## config.mk

```make
export PLATFORM = sky130hd
export DESIGN_NAME = rbl_top
export DESIGN_NICKNAME = d
export VERILOG_FILES = /design/src/rbl_serial.v /design/src/rbl_top.v
export VERILOG_INCLUDE_DIRS = /design/src
export SDC_FILE = /design/constraint.sdc
export NUM_CORES = 1
export LEC_CHECK = 0
export ABC_AREA = 1
export BUFFER_PORTS_ARGS = -buffer_cell sky130_fd_sc_hd__buf_2
export CORE_UTILIZATION = 49
export DETAILED_ROUTE_END_ITERATION = 8
export HOLD_SLACK_MARGIN = 0.12
export PLACE_DENSITY_LB_ADDON = 0.05
export SLEW_MARGIN = 20
export SYNTH_ARGS = -nofsm -noshare
export SYNTH_HDL_FRONTEND = slang
export SYNTH_SLANG_ARGS = --single-unit
```

## constraint.sdc

```tcl
create_clock -name aclk -period 1.98 [get_ports aclk]
set_input_delay 0.594 -clock aclk [delete_from_list [all_inputs] [get_ports aclk]]
set_output_delay 0.594 -clock aclk [all_outputs]
set_load 0.03 [all_outputs]
```

## src/rbl_defs.vh

```
`ifndef RBL_DEFS_VH
`define RBL_DEFS_VH
// =====================================================
// serial word layout
`define RBL_WORD_BITS 16
`define RBL_BIT_DAC_WRITE 15
`define RBL_ADDR_HI 14
`define RBL_ADDR_LO 11
`define RBL_ADDR_MODE 4'h7
`define RBL_BIT_EN 6
`define RBL_SEL_HI 5
`define RBL_SEL_LO 2
`define RBL_MODE_HI 1
`define RBL_MODE_LO 0
`define RBL_CH_HI 14
`define RBL_CH_LO 12
`define RBL_DATA_HI 11
`define RBL_DATA_LO 0
// =====================================================
// selector codes
`define RBL_SEL_NOP 4'h0
`define RBL_SEL_MODE 4'h7
`define RBL_SEL_RESERVED 4'hE
// =====================================================
// load modes
`define RBL_LD_DIRECT 2'h0
`define RBL_LD_HOLD 2'h1
`define RBL_LD_ALL 2'h2
`define RBL_LD_RESERVED 2'h3
`define RBL_MODE_RESET 7'h00
// =====================================================
// bus register offsets
`define RBL_OFF_CTRL 8'h00
`define RBL_OFF_RXWORD 8'h04
`define RBL_OFF_DACIN 8'h08
`define RBL_OFF_DACREG 8'h20
`define RBL_OFF_INREG 8'h40
`define RBL_RESP_OKAY 2'h0
`define RBL_RESP_SLVERR 2'h2
`endif

```

## src/rbl_serial.v

```verilog
`include "rbl_defs.vh"
// =====================================================
// four-wire serial shifter, pins sampled by aclk
module rbl_serial (
   input wire aclk,
   input wire aresetn,
   input wire sclk,
   input wire sdi,
   input wire sync_n,
   input wire [15:0] tx_word,
   output reg sdo,
   output reg rx_done,
   output reg [15:0] rx_word
);
   reg [2:0] meta;
   reg [2:0] stab;
   reg sclk_d;
   reg sync_d;
   reg [15:0] rx_sh;
   reg [15:0] tx_sh;
   reg [4:0] cnt;
   wire sclk_s = stab[2];
   wire sdi_s = stab[1];
   wire sync_s = stab[0];
   wire frame_start = sync_d & ~sync_s;
   wire fall = sclk_d & ~sclk_s & ~sync_s;
   wire rise = ~sclk_d & sclk_s & ~sync_s;
   // two-stage synchronisers for the pins
   always @(posedge aclk) begin
      if (!aresetn) begin
         meta <= 3'h5;
         stab <= 3'h5;
         sclk_d <= 1'b1;
         sync_d <= 1'b1;
      end else begin
         meta <= {sclk, sdi, sync_n};
         stab <= meta;
         sclk_d <= sclk_s;
         sync_d <= sync_s;
      end
   end
   // shift in on falling sclk, out on rising sclk
   always @(posedge aclk) begin
      if (!aresetn) begin
         rx_sh <= 16'h0000;
         tx_sh <= 16'h0000;
         cnt <= 5'h00;
         sdo <= 1'b0;
         rx_done <= 1'b0;
         rx_word <= 16'h0000;
      end else begin
         rx_done <= 1'b0;
         if (frame_start) begin
            cnt <= 5'h00;
            tx_sh <= {tx_word[14:0], 1'b0};
            sdo <= tx_word[15];
         end else begin
            if (fall && cnt < 5'h10) begin
               rx_sh <= {rx_sh[14:0], sdi_s};
               cnt <= cnt + 5'h01;
               if (cnt == 5'h0F) begin
                  rx_done <= 1'b1;
                  rx_word <= {rx_sh[14:0], sdi_s};
               end
            end
            if (rise && cnt != 5'h00 && cnt < 5'h10) begin
               sdo <= tx_sh[15];
               tx_sh <= {tx_sh[14:0], 1'b0};
            end
         end
      end
   end
endmodule // rbl_serial

```

## src/rbl_top.v

```verilog
`include "rbl_defs.vh"
module rbl_top (
   input wire aclk,
   input wire aresetn,
   // axi4-lite slave
   input wire [7:0] s_axi_awaddr,
   input wire s_axi_awvalid,
   output wire s_axi_awready,
   input wire [31:0] s_axi_wdata,
   input wire [3:0] s_axi_wstrb,
   input wire s_axi_wvalid,
   output wire s_axi_wready,
   output reg [1:0] s_axi_bresp,
   output reg s_axi_bvalid,
   input wire s_axi_bready,
   input wire [7:0] s_axi_araddr,
   input wire s_axi_arvalid,
   output wire s_axi_arready,
   output reg [31:0] s_axi_rdata,
   output reg [1:0] s_axi_rresp,
   output reg s_axi_rvalid,
   input wire s_axi_rready,
   // serial pins
   input wire sclk,
   input wire sdi,
   input wire sync_n,
   output wire sdo,
   // other device registers, 16 words indexed by selector
   input wire [255:0] reg_bank,
   output reg [15:0] rx_word,
   output reg rx_valid,
   output reg [95:0] dac_out,
   output reg dac_update,
   output wire [1:0] dac_load_mode
);
   reg [6:0] mode_reg;
   reg rb_armed;
   reg [15:0] rb_word;
   reg [95:0] dac_in;
   reg [7:0] aw_addr;
   reg aw_full;
   reg [31:0] w_data;
   reg w_full;
   reg [3:0] w_strb;
   wire ser_done;
   wire [15:0] ser_word;
   wire [15:0] tx_word = rb_armed ? rb_word : 16'h0000;
   assign dac_load_mode = mode_reg[`RBL_MODE_HI:`RBL_MODE_LO];
   // =====================================================
   // serial port
   rbl_serial u_serial (
      .aclk(aclk),
      .aresetn(aresetn),
      .sclk(sclk),
      .sdi(sdi),
      .sync_n(sync_n),
      .tx_word(tx_word),
      .sdo(sdo),
      .rx_done(ser_done),
      .rx_word(ser_word)
   );
   // =====================================================
   // command decode, serial first, bus when serial idle
   wire [15:0] axi_mode_word = {1'b0, `RBL_ADDR_MODE, 4'h0, w_data[6:0]};
   wire [15:0] axi_dac_word = {1'b1, w_data[14:0]};
   wire bus_wr = aw_full & w_full & ~s_axi_bvalid & ~ser_done;
   // an empty strobe turns the write into a refused no-op
   wire bus_strb = w_strb != 4'h0;
   wire bus_hit_ctrl = bus_wr && bus_strb && aw_addr == `RBL_OFF_CTRL;
   wire bus_hit_dac = bus_wr && bus_strb && aw_addr == `RBL_OFF_DACIN;
   wire cmd_valid = ser_done | bus_hit_ctrl | bus_hit_dac;
   wire [15:0] cmd = ser_done ? ser_word : (bus_hit_ctrl ? axi_mode_word : axi_dac_word);
   wire cmd_dac = cmd_valid & cmd[`RBL_BIT_DAC_WRITE];
   wire cmd_mode = cmd_valid & ~cmd[`RBL_BIT_DAC_WRITE] &
      (cmd[`RBL_ADDR_HI:`RBL_ADDR_LO] == `RBL_ADDR_MODE);
   wire [2:0] cmd_ch = cmd[`RBL_CH_HI:`RBL_CH_LO];
   wire [11:0] cmd_data = cmd[`RBL_DATA_HI:`RBL_DATA_LO];
   wire [1:0] cmd_ld = cmd[`RBL_MODE_HI:`RBL_MODE_LO];
   wire [3:0] cmd_sel = cmd[`RBL_SEL_HI:`RBL_SEL_LO];
   wire cmd_en = cmd[`RBL_BIT_EN];
   // =====================================================
   // readback word chosen at the moment of the request
   reg [15:0] sel_word;
   always @* begin
      case (cmd_sel)
         `RBL_SEL_NOP: sel_word = 16'h0000;
         `RBL_SEL_MODE: sel_word = {9'h000, mode_reg};
         `RBL_SEL_RESERVED: sel_word = 16'h0000;
         default: sel_word = reg_bank[cmd_sel*16 +: 16];
      endcase
   end
   // =====================================================
   // mode register and readback arming
   always @(posedge aclk) begin
      if (!aresetn) begin
         mode_reg <= `RBL_MODE_RESET;
         rb_armed <= 1'b0;
         rb_word <= 16'h0000;
      end else if (cmd_mode) begin
         mode_reg <= cmd[6:0];
         if (cmd_en) begin
            rb_armed <= 1'b1;
            rb_word <= sel_word;
         end else if (ser_done) begin
            rb_armed <= 1'b0;
         end
      end else if (ser_done && rb_armed) begin
         rb_armed <= 1'b0;
         mode_reg[`RBL_BIT_EN] <= 1'b0;
      end
   end
   // =====================================================
   // dac input and dac registers
   genvar g;
   generate
      for (g = 0; g < 8; g = g + 1) begin : g_ch
         localparam [2:0] ch_idx = g;
         always @(posedge aclk) begin
            if (!aresetn) begin
               dac_in[g*12 +: 12] <= 12'h000;
               dac_out[g*12 +: 12] <= 12'h000;
            end else begin
               if (cmd_dac && cmd_ch == ch_idx) begin
                  dac_in[g*12 +: 12] <= cmd_data;
                  if (dac_load_mode == `RBL_LD_DIRECT)
                     dac_out[g*12 +: 12] <= cmd_data;
               end else if (cmd_mode && cmd_ld == `RBL_LD_ALL) begin
                  dac_out[g*12 +: 12] <= dac_in[g*12 +: 12];
               end
            end
         end
      end
   endgenerate
   // output update strobe and received word
   always @(posedge aclk) begin
      if (!aresetn) begin
         dac_update <= 1'b0;
         rx_valid <= 1'b0;
         rx_word <= 16'h0000;
      end else begin
         dac_update <= (cmd_dac && dac_load_mode == `RBL_LD_DIRECT) ||
            (cmd_mode && cmd_ld == `RBL_LD_ALL);
         rx_valid <= ser_done;
         if (ser_done)
            rx_word <= ser_word;
      end
   end
   // =====================================================
   // axi4-lite write channel
   assign s_axi_awready = ~aw_full;
   assign s_axi_wready = ~w_full;
   always @(posedge aclk) begin
      if (!aresetn) begin
         aw_full <= 1'b0;
         w_full <= 1'b0;
         aw_addr <= 8'h00;
         w_data <= 32'h00000000;
         w_strb <= 4'h0;
         s_axi_bvalid <= 1'b0;
         s_axi_bresp <= `RBL_RESP_OKAY;
      end else begin
         if (s_axi_awvalid && !aw_full) begin
            aw_full <= 1'b1;
            aw_addr <= {s_axi_awaddr[7:2], 2'h0};
         end
         if (s_axi_wvalid && !w_full) begin
            w_full <= 1'b1;
            w_data <= s_axi_wdata;
            w_strb <= s_axi_wstrb; // strobe only valid with wvalid
         end
         if (bus_wr) begin
            aw_full <= 1'b0;
            w_full <= 1'b0;
            s_axi_bvalid <= 1'b1;
            s_axi_bresp <= (bus_hit_ctrl || bus_hit_dac) ? `RBL_RESP_OKAY : `RBL_RESP_SLVERR;
         end else if (s_axi_bready) begin
            s_axi_bvalid <= 1'b0;
         end
      end
   end
   // =====================================================
   // axi4-lite read channel
   assign s_axi_arready = ~s_axi_rvalid;
   wire [2:0] rd_ch = s_axi_araddr[4:2];
   always @(posedge aclk) begin
      if (!aresetn) begin
         s_axi_rvalid <= 1'b0;
         s_axi_rdata <= 32'h00000000;
         s_axi_rresp <= `RBL_RESP_OKAY;
      end else if (s_axi_arvalid && !s_axi_rvalid) begin
         s_axi_rvalid <= 1'b1;
         s_axi_rresp <= `RBL_RESP_OKAY;
         s_axi_rdata <= 32'h00000000;
         if ({s_axi_araddr[7:2], 2'h0} == `RBL_OFF_CTRL)
            s_axi_rdata <= {25'h0000000, mode_reg};
         else if ({s_axi_araddr[7:2], 2'h0} == `RBL_OFF_RXWORD)
            s_axi_rdata <= {16'h0000, rx_word};
         else if ({s_axi_araddr[7:5], 5'h00} == `RBL_OFF_DACREG)
            s_axi_rdata <= {20'h00000, dac_out[rd_ch*12 +: 12]};
         else if ({s_axi_araddr[7:5], 5'h00} == `RBL_OFF_INREG)
            s_axi_rdata <= {20'h00000, dac_in[rd_ch*12 +: 12]};
         else
            s_axi_rresp <= `RBL_RESP_SLVERR;
      end else if (s_axi_rready) begin
         s_axi_rvalid <= 1'b0;
      end
   end
endmodule // rbl_top

```

Yosys cells after proc, flatten, opt, wreduce, memory -nomap -nowiden:

Index checks and enable logic that the tools add are counted.

* bits in registers: 360

* $lt $le $gt $ge: 1
* bitwise gates (word level): 25
* add/subtract/negate cells: 1
* multiplexer cells: 44
* shifts and indexed selects: 3
* multipliers: 1
* eq/ne operators: 25
* reduce and logical (&&, ||, !) cells: 60

Operator list (number)
* variable part select 256 x 9 -> 16 bit: 1
* two-way mux 12 bit: 19
* variable part select 96 x 8 -> 12 bit: 2
* two-way mux 16 bit: 7
* case mux 16 bit (2 select lines): 1
* nonzero test 2 bit: 12
* AND reduction 2 bit: 11
* logical AND 1 bit: 20
* == test 3 bit, second input constant: 4
* two-way mux 1 bit: 12
* != test 2 x 1 -> 1 bit, second input constant: 6
* inverter 1 bit: 12
* AND 1 bit: 11
* two-way mux 2 bit: 5
* == test 3 x 2 -> 1 bit, second input constant: 3
* == test 4 x 3 -> 1 bit, second input constant: 2
* logical NOT 8 bit: 1
* == test 3 x 1 -> 1 bit, second input constant: 2
* == test 6 x 1 -> 1 bit, second input constant: 1
* == test 6 x 2 -> 1 bit, second input constant: 1
* logical NOT 6 bit: 1
* OR reduction 2 bit: 3
* adder 5 x 1 -> 5 bit, second input constant: 1
* == test 5 x 4 -> 1 bit, second input constant: 1
* other kinds (16): 21

Logic depth before layout (Yosys ltp):

* depth after elaboration: 13
* gate-level depth with buffers: 16
* gate-level depth less buffers: 15

Cells and area by module:

Synthesis repeated with hierarchy kept, for this count alone.

* cell total of the unflattened synthesis: 2787
* area total of the unflattened synthesis: 18037.3 sq um

Modules (own cells, without submodules)
* rbl_top: instances 1, area each 15432.3 sq um, cells an instance 2475
* rbl_serial: instances 1, area each 2605.0 sq um, cells an instance 312

Worst setup path after synthesis:

OpenSTA, ideal clock, no wires.

* kind: register -> register
* from: reg s_axi_bvalid
* to: reg dac_out[40]
* library setup time: 0.115 ns
* arrival time: 1.891 ns
* buffers on the path: 2
* cell stages (with the launch flop): 15
* setup slack: -0.026 ns
* cells stage by stage: dfxtp_1 > nor2_2 > nand2_2 > nor2_4 > nand2_4 > nand3_1 > nand2_2 > nor2_4 > buf_6 > nand2_1 > buf_2 > nand2_1 > nand2_1 > a21oi_1 > nor2_1

* word-level cells in the longest chain between the ends: 13
* elaborated cells between the ends (all ways): 22

Ends and longest elaborated chain
* start: declaration: line rbl_top.v:14 `output reg s_axi_bvalid,`
* start signal: assignment: line rbl_top.v:159 `s_axi_bvalid <= 1'b0;`
* start signal: assignment: line rbl_top.v:174 `s_axi_bvalid <= 1'b1;`
* start signal: assignment: line rbl_top.v:177 `s_axi_bvalid <= 1'b0;`
* inverter 1 bit (*): line rbl_top.v:66 `wire bus_wr = aw_full & w_full & ~s_axi_bvalid & ~ser_done;`
* AND 1 bit (*) (2 in a row): line rbl_top.v:66
* logical AND 1 bit (*): line rbl_top.v:69, rbl_top.v:70
* parallel branches: the longest is 9 deep, another holds two-way mux 16 bit
* end signal: indexed assignment: line rbl_top.v:126 `dac_out[g*12 +: 12] <= cmd_data;`
* end signal: indexed assignment: line rbl_top.v:128 `dac_out[g*12 +: 12] <= dac_in[g*12 +: 12];`
* end: declaration: line rbl_top.v:32 `output reg [95:0] dac_out,`

Every way passes the cells marked *.
A chain may end at the register's enable or synchronous reset.

Worst setup path after layout:

* from: reg w_strb[0]
* to: reg dac_out[15]

* word-level cells in the longest chain between the ends: 11
* elaborated cells between the ends (all ways): 20

Ends and longest elaborated chain
* start: declaration: line rbl_top.v:44 `reg [3:0] w_strb;`
* start signal: assignment: line rbl_top.v:169 `w_strb <= s_axi_wstrb;`
* nonzero test 4 bit (*): line rbl_top.v:68 `wire bus_strb = w_strb != 4'h0;`
* logical AND 1 bit (*): line rbl_top.v:69, rbl_top.v:70
* parallel branches: the longest is 9 deep, another holds two-way mux 16 bit

Marks and branches as above.

==> summary.md <==
| Metric | Value |
|---|---|
| Clk sinks | `approximately 340` |
| Async set-reset flop share out of synthesis | `0` |
| Fill cells | `between 2000 and 3000` |
| Buf/Inv on CP | `5` |
| Initial antenna violation count | `6` |
| CP Capture Type | `flip-flop` |
| Dominant cells by area after synthesis | `dfxtp_1, nand2_1, nor2_1` |
| Avg Synthesized Cell Area | `6.29 sq um` |
| Largest net degree at the start of global routing | `between 90 and 100` |
| Arrival time worst endpoint | `2.75 ns` |
| Num rows | `70` |
| First-pass iteration count of the detailed router | `7` |
| Die footprint | `38200 sq um` |
| Cell family with most CP delay | `simple AND/OR/NAND/NOR gates` |
| TritonCTS clock tree | `built` |
| Failing checks | `setup timing` |
| Peak supply drop | `~0.7 mV` |
| Clk Latency, worst-skew pair | `approximately 0.55 ns` |
| H-tree lvl count | `2` |
| Grt total ovfl | `0` |
| Max-Cap Viols | `0` |
| Number of I/O pins | `~480` |
| Root Buffer Master | `clkbuf_16` |
| Number of synthesized flops with an enable pin | `0` |
| Critical-path cell list | `inv_1 > nand2_2 > nor2_4 > nor2_4 > nand2_8 > nand3_4 > nand2_4 > buf_4 > inv_2 > nor2_4 > buf_12 > nand2_8 > buf_12 > nand2_1 > nand2_2 > nand2_4 > nand2_4 > nor2_1` |
| Primary FF master, synth | `dfxtp_1` |
| Status | `finished with violations` |
| Worst setup margin | `-0.292 ns` |
| Worst EP required | `between 2 and 2.5 ns` |
| Final WL | `approximately 87 mm` |
| Layout Nets | `approximately 3900` |
| Cell Count, Final, Fillers Out | `roughly 4000` |
| GP Congestion | `roughly 1.0` |
| Sequential element share of the synthesized area | `0.374` |
| Worst setup SP type | `flip-flop` |
| Final instance area | `approximately 28000 sq um` |
| Slew headroom | `0.509` |
| Period utilisation layout | `1.15` |
| Leakage | `12.8 nW` |
| PwrDens | `~630 nW/um^2` |
| Commonest non-fill, non-tap cell in the layout | `nand2_1` |
| Top flop regs | `dac_in (96), dac_out (96)` |
| Slew of the pin with the lowest slew margin | `between 0.7 and 0.8 ns` |
| Synth Instances | `a little under 3000` |
| Worst min-delay path class | `in -> reg` |
| Vias per cell | `between 5 and 6` |
| WS Path Type | `reg -> reg` |
| Final Power | `between 15 and 20 mW` |
| 1st-iter DRT viols | `about 2600` |
| IO buf count | `~430` |
| WHS | `0.247 ns` |
| Detail Placement HPWL | `55.9 mm` |
| Die X-Extent | `about 200 um` |
| RSZ-0062 raised after global routing | `true` |
| Placed insts | `slightly below 4000` |
| CORE AREA | `roughly 37000 sq um` |
| Max Slew Vio Count | `0` |
| DRC violations left | `0` |
| Area post-placement | `22700 sq um` |
| Library cells used by synthesis | `between 40 and 50` |
| Routed len/inst | `about 21 um` |
| Hold Vio Cnt, Final | `0` |
| Worst Path Max Fanout | `8` |
| Share of layout cells above drive strength 1 | `0.368` |
| Post-synthesis register bit count | `342` |
| Clock-pin slew on the worst setup and hold paths | `about 0.06 ns` |
| First-pass GRT wire length | `between 100 and 150 mm` |
| Area growth, synth to finish | `50.9%` |
| Post-route antenna net violation count | `0` |
| Post-Syn Area | `about 18000 sq um` |
| Slowest CP cell | `dfxtp_1` |
| Yosys top cell by area | `dfxtp_1` |
| CP max stage delay | `0.31 ns` |
| Post-Place Worst Slack | `-0.306 ns` |
| GRT Util Overall | `0.400` |
| CTS max path bufs | `3` |
| Vias in the first global route | `20911` |
| Die height | `between 150 and 200 um` |
| Synth warn | `0` |
| CTS Buf Count | `38` |
| Achievable Freq | `roughly 440 MHz` |
| Fin crit period | `roughly 2.3 ns` |
| Most frequent cells in the layout | `nand2_1, buf_2, dfxtp_1` |
| Final setup violation count | `just over 200` |
| Setup Skew | `roughly 0.028 ns` |
| Post-synth top area share | `0.374` |
| Initial Utilization | `0.499` |
| Via count | `roughly 23000` |
## worst register-to-register path, cell delays in order (launching register included)
cell and delay [ns]:
dfxtp_1 0.31, inv_1 0.08, nand2_2 0.07, nor2_4 0.13, nor2_4 0.07, nand2_8 0.13, nand3_4 0.10, nand2_4 0.13
buf_4 0.17, inv_2 0.05, nor2_4 0.11, buf_12 0.19, nand2_8 0.09, buf_12 0.15, nand2_1 0.10, nand2_2 0.09
nand2_4 0.09, nand2_4 0.06, nor2_1 0.11
## per-layer routing
metal,global-route usage,share of wire
met5,0,0.00047
met4,0.182,0.066
met3,0.0684,0.11
met2,0.662,0.45
met1,0.510,0.36
## report_power, final
group	switching (mW)	leakage, nW	internal [mW]
sequential	0.0421	2.77	6.96
combinational	1.97	9.43	1.24
clock	2.98	0.608	4.26
## layout make-up
type                       count  area, sq um  area share
clock buffer                  55         1110      0.0400
tap                          468          586      0.0212
sequential                   342         6860       0.248
inverter                     292         1120      0.0405
multi-input combinational   2091        11600       0.420
timing repair buffer         778         6210       0.225
timing repair inverter         1         5.00    0.000181
antenna                        3         7.51    0.000272
clock inverter                10          131     0.00475
## cells in the mapped netlist (8+ instances only)
master     instances
buf_2             63
nor3_1            19
a21oi_1          153
o2111ai_1         11
nand3_1          269
nor2_1           377
nand2_2           10
inv_1            280
o21ai_0          163
nand2_1          889
dfxtp_1          342
o22ai_1           16
o211ai_1          25
nand3b_1          36
inv_2              8
buf_4             36
clkbuf_1          92
o221ai_1          34
buf_1             18
or2_2              9
## worst paths after layout
kind                                from                          end  slack, ns  depth (start not counted)
min                                 sclk  u_serial.meta[2]$_SDFF_PN1_       0.25                          2
max               w_strb[0]$_SDFFE_PN0P_     dac_out[15]$_SDFFE_PN0P_      -0.29                         18
max reg2reg       w_strb[0]$_SDFFE_PN0P_     dac_out[15]$_SDFFE_PN0P_      -0.29                         18
min reg2reg  u_serial.meta[0]$_SDFF_PN1_  u_serial.stab[0]$_SDFF_PN1_       0.41                          1
## cells by family (layout without fill, tap and decap cells)
family / after synthesis / after routing / share of synthesized area
and+or+nand+nor: 1636 / 1642 / 0.373
buffers and inverters: 503 / 1136 / 0.116
AOI/OAI and AO/OA: 426 / 426 / 0.134
DFF: 342 / 342 / 0.374
adders and majority gates: 3 / 3 / 0.00205
muxes: 2 / 2 / 0.00109
other: 1 / 21 / 0.000205
## metrics by stage
stage / utilization / setup TNS (ns)
final: 0.753 / -26.29
after global placement: 0.618 / -17.10
after global routing: 0.753 / -44.14
after CTS: 0.686 / -10.44
after detailed placement: 0.618 / -23.15
after floorplan: - / 0
## repair_timing
action                                  in CTS  in global routing
endpoints found under the setup margin     192                237
endpoints found under the hold margin        0                  0
resized for setup                          207                537
hold buffers                                 0                  0
cloned                                      16                 18
pin swaps                                   48                156
buffers inserted                            20                 27
No activity file was read; power rests on OpenSTA's default activity.
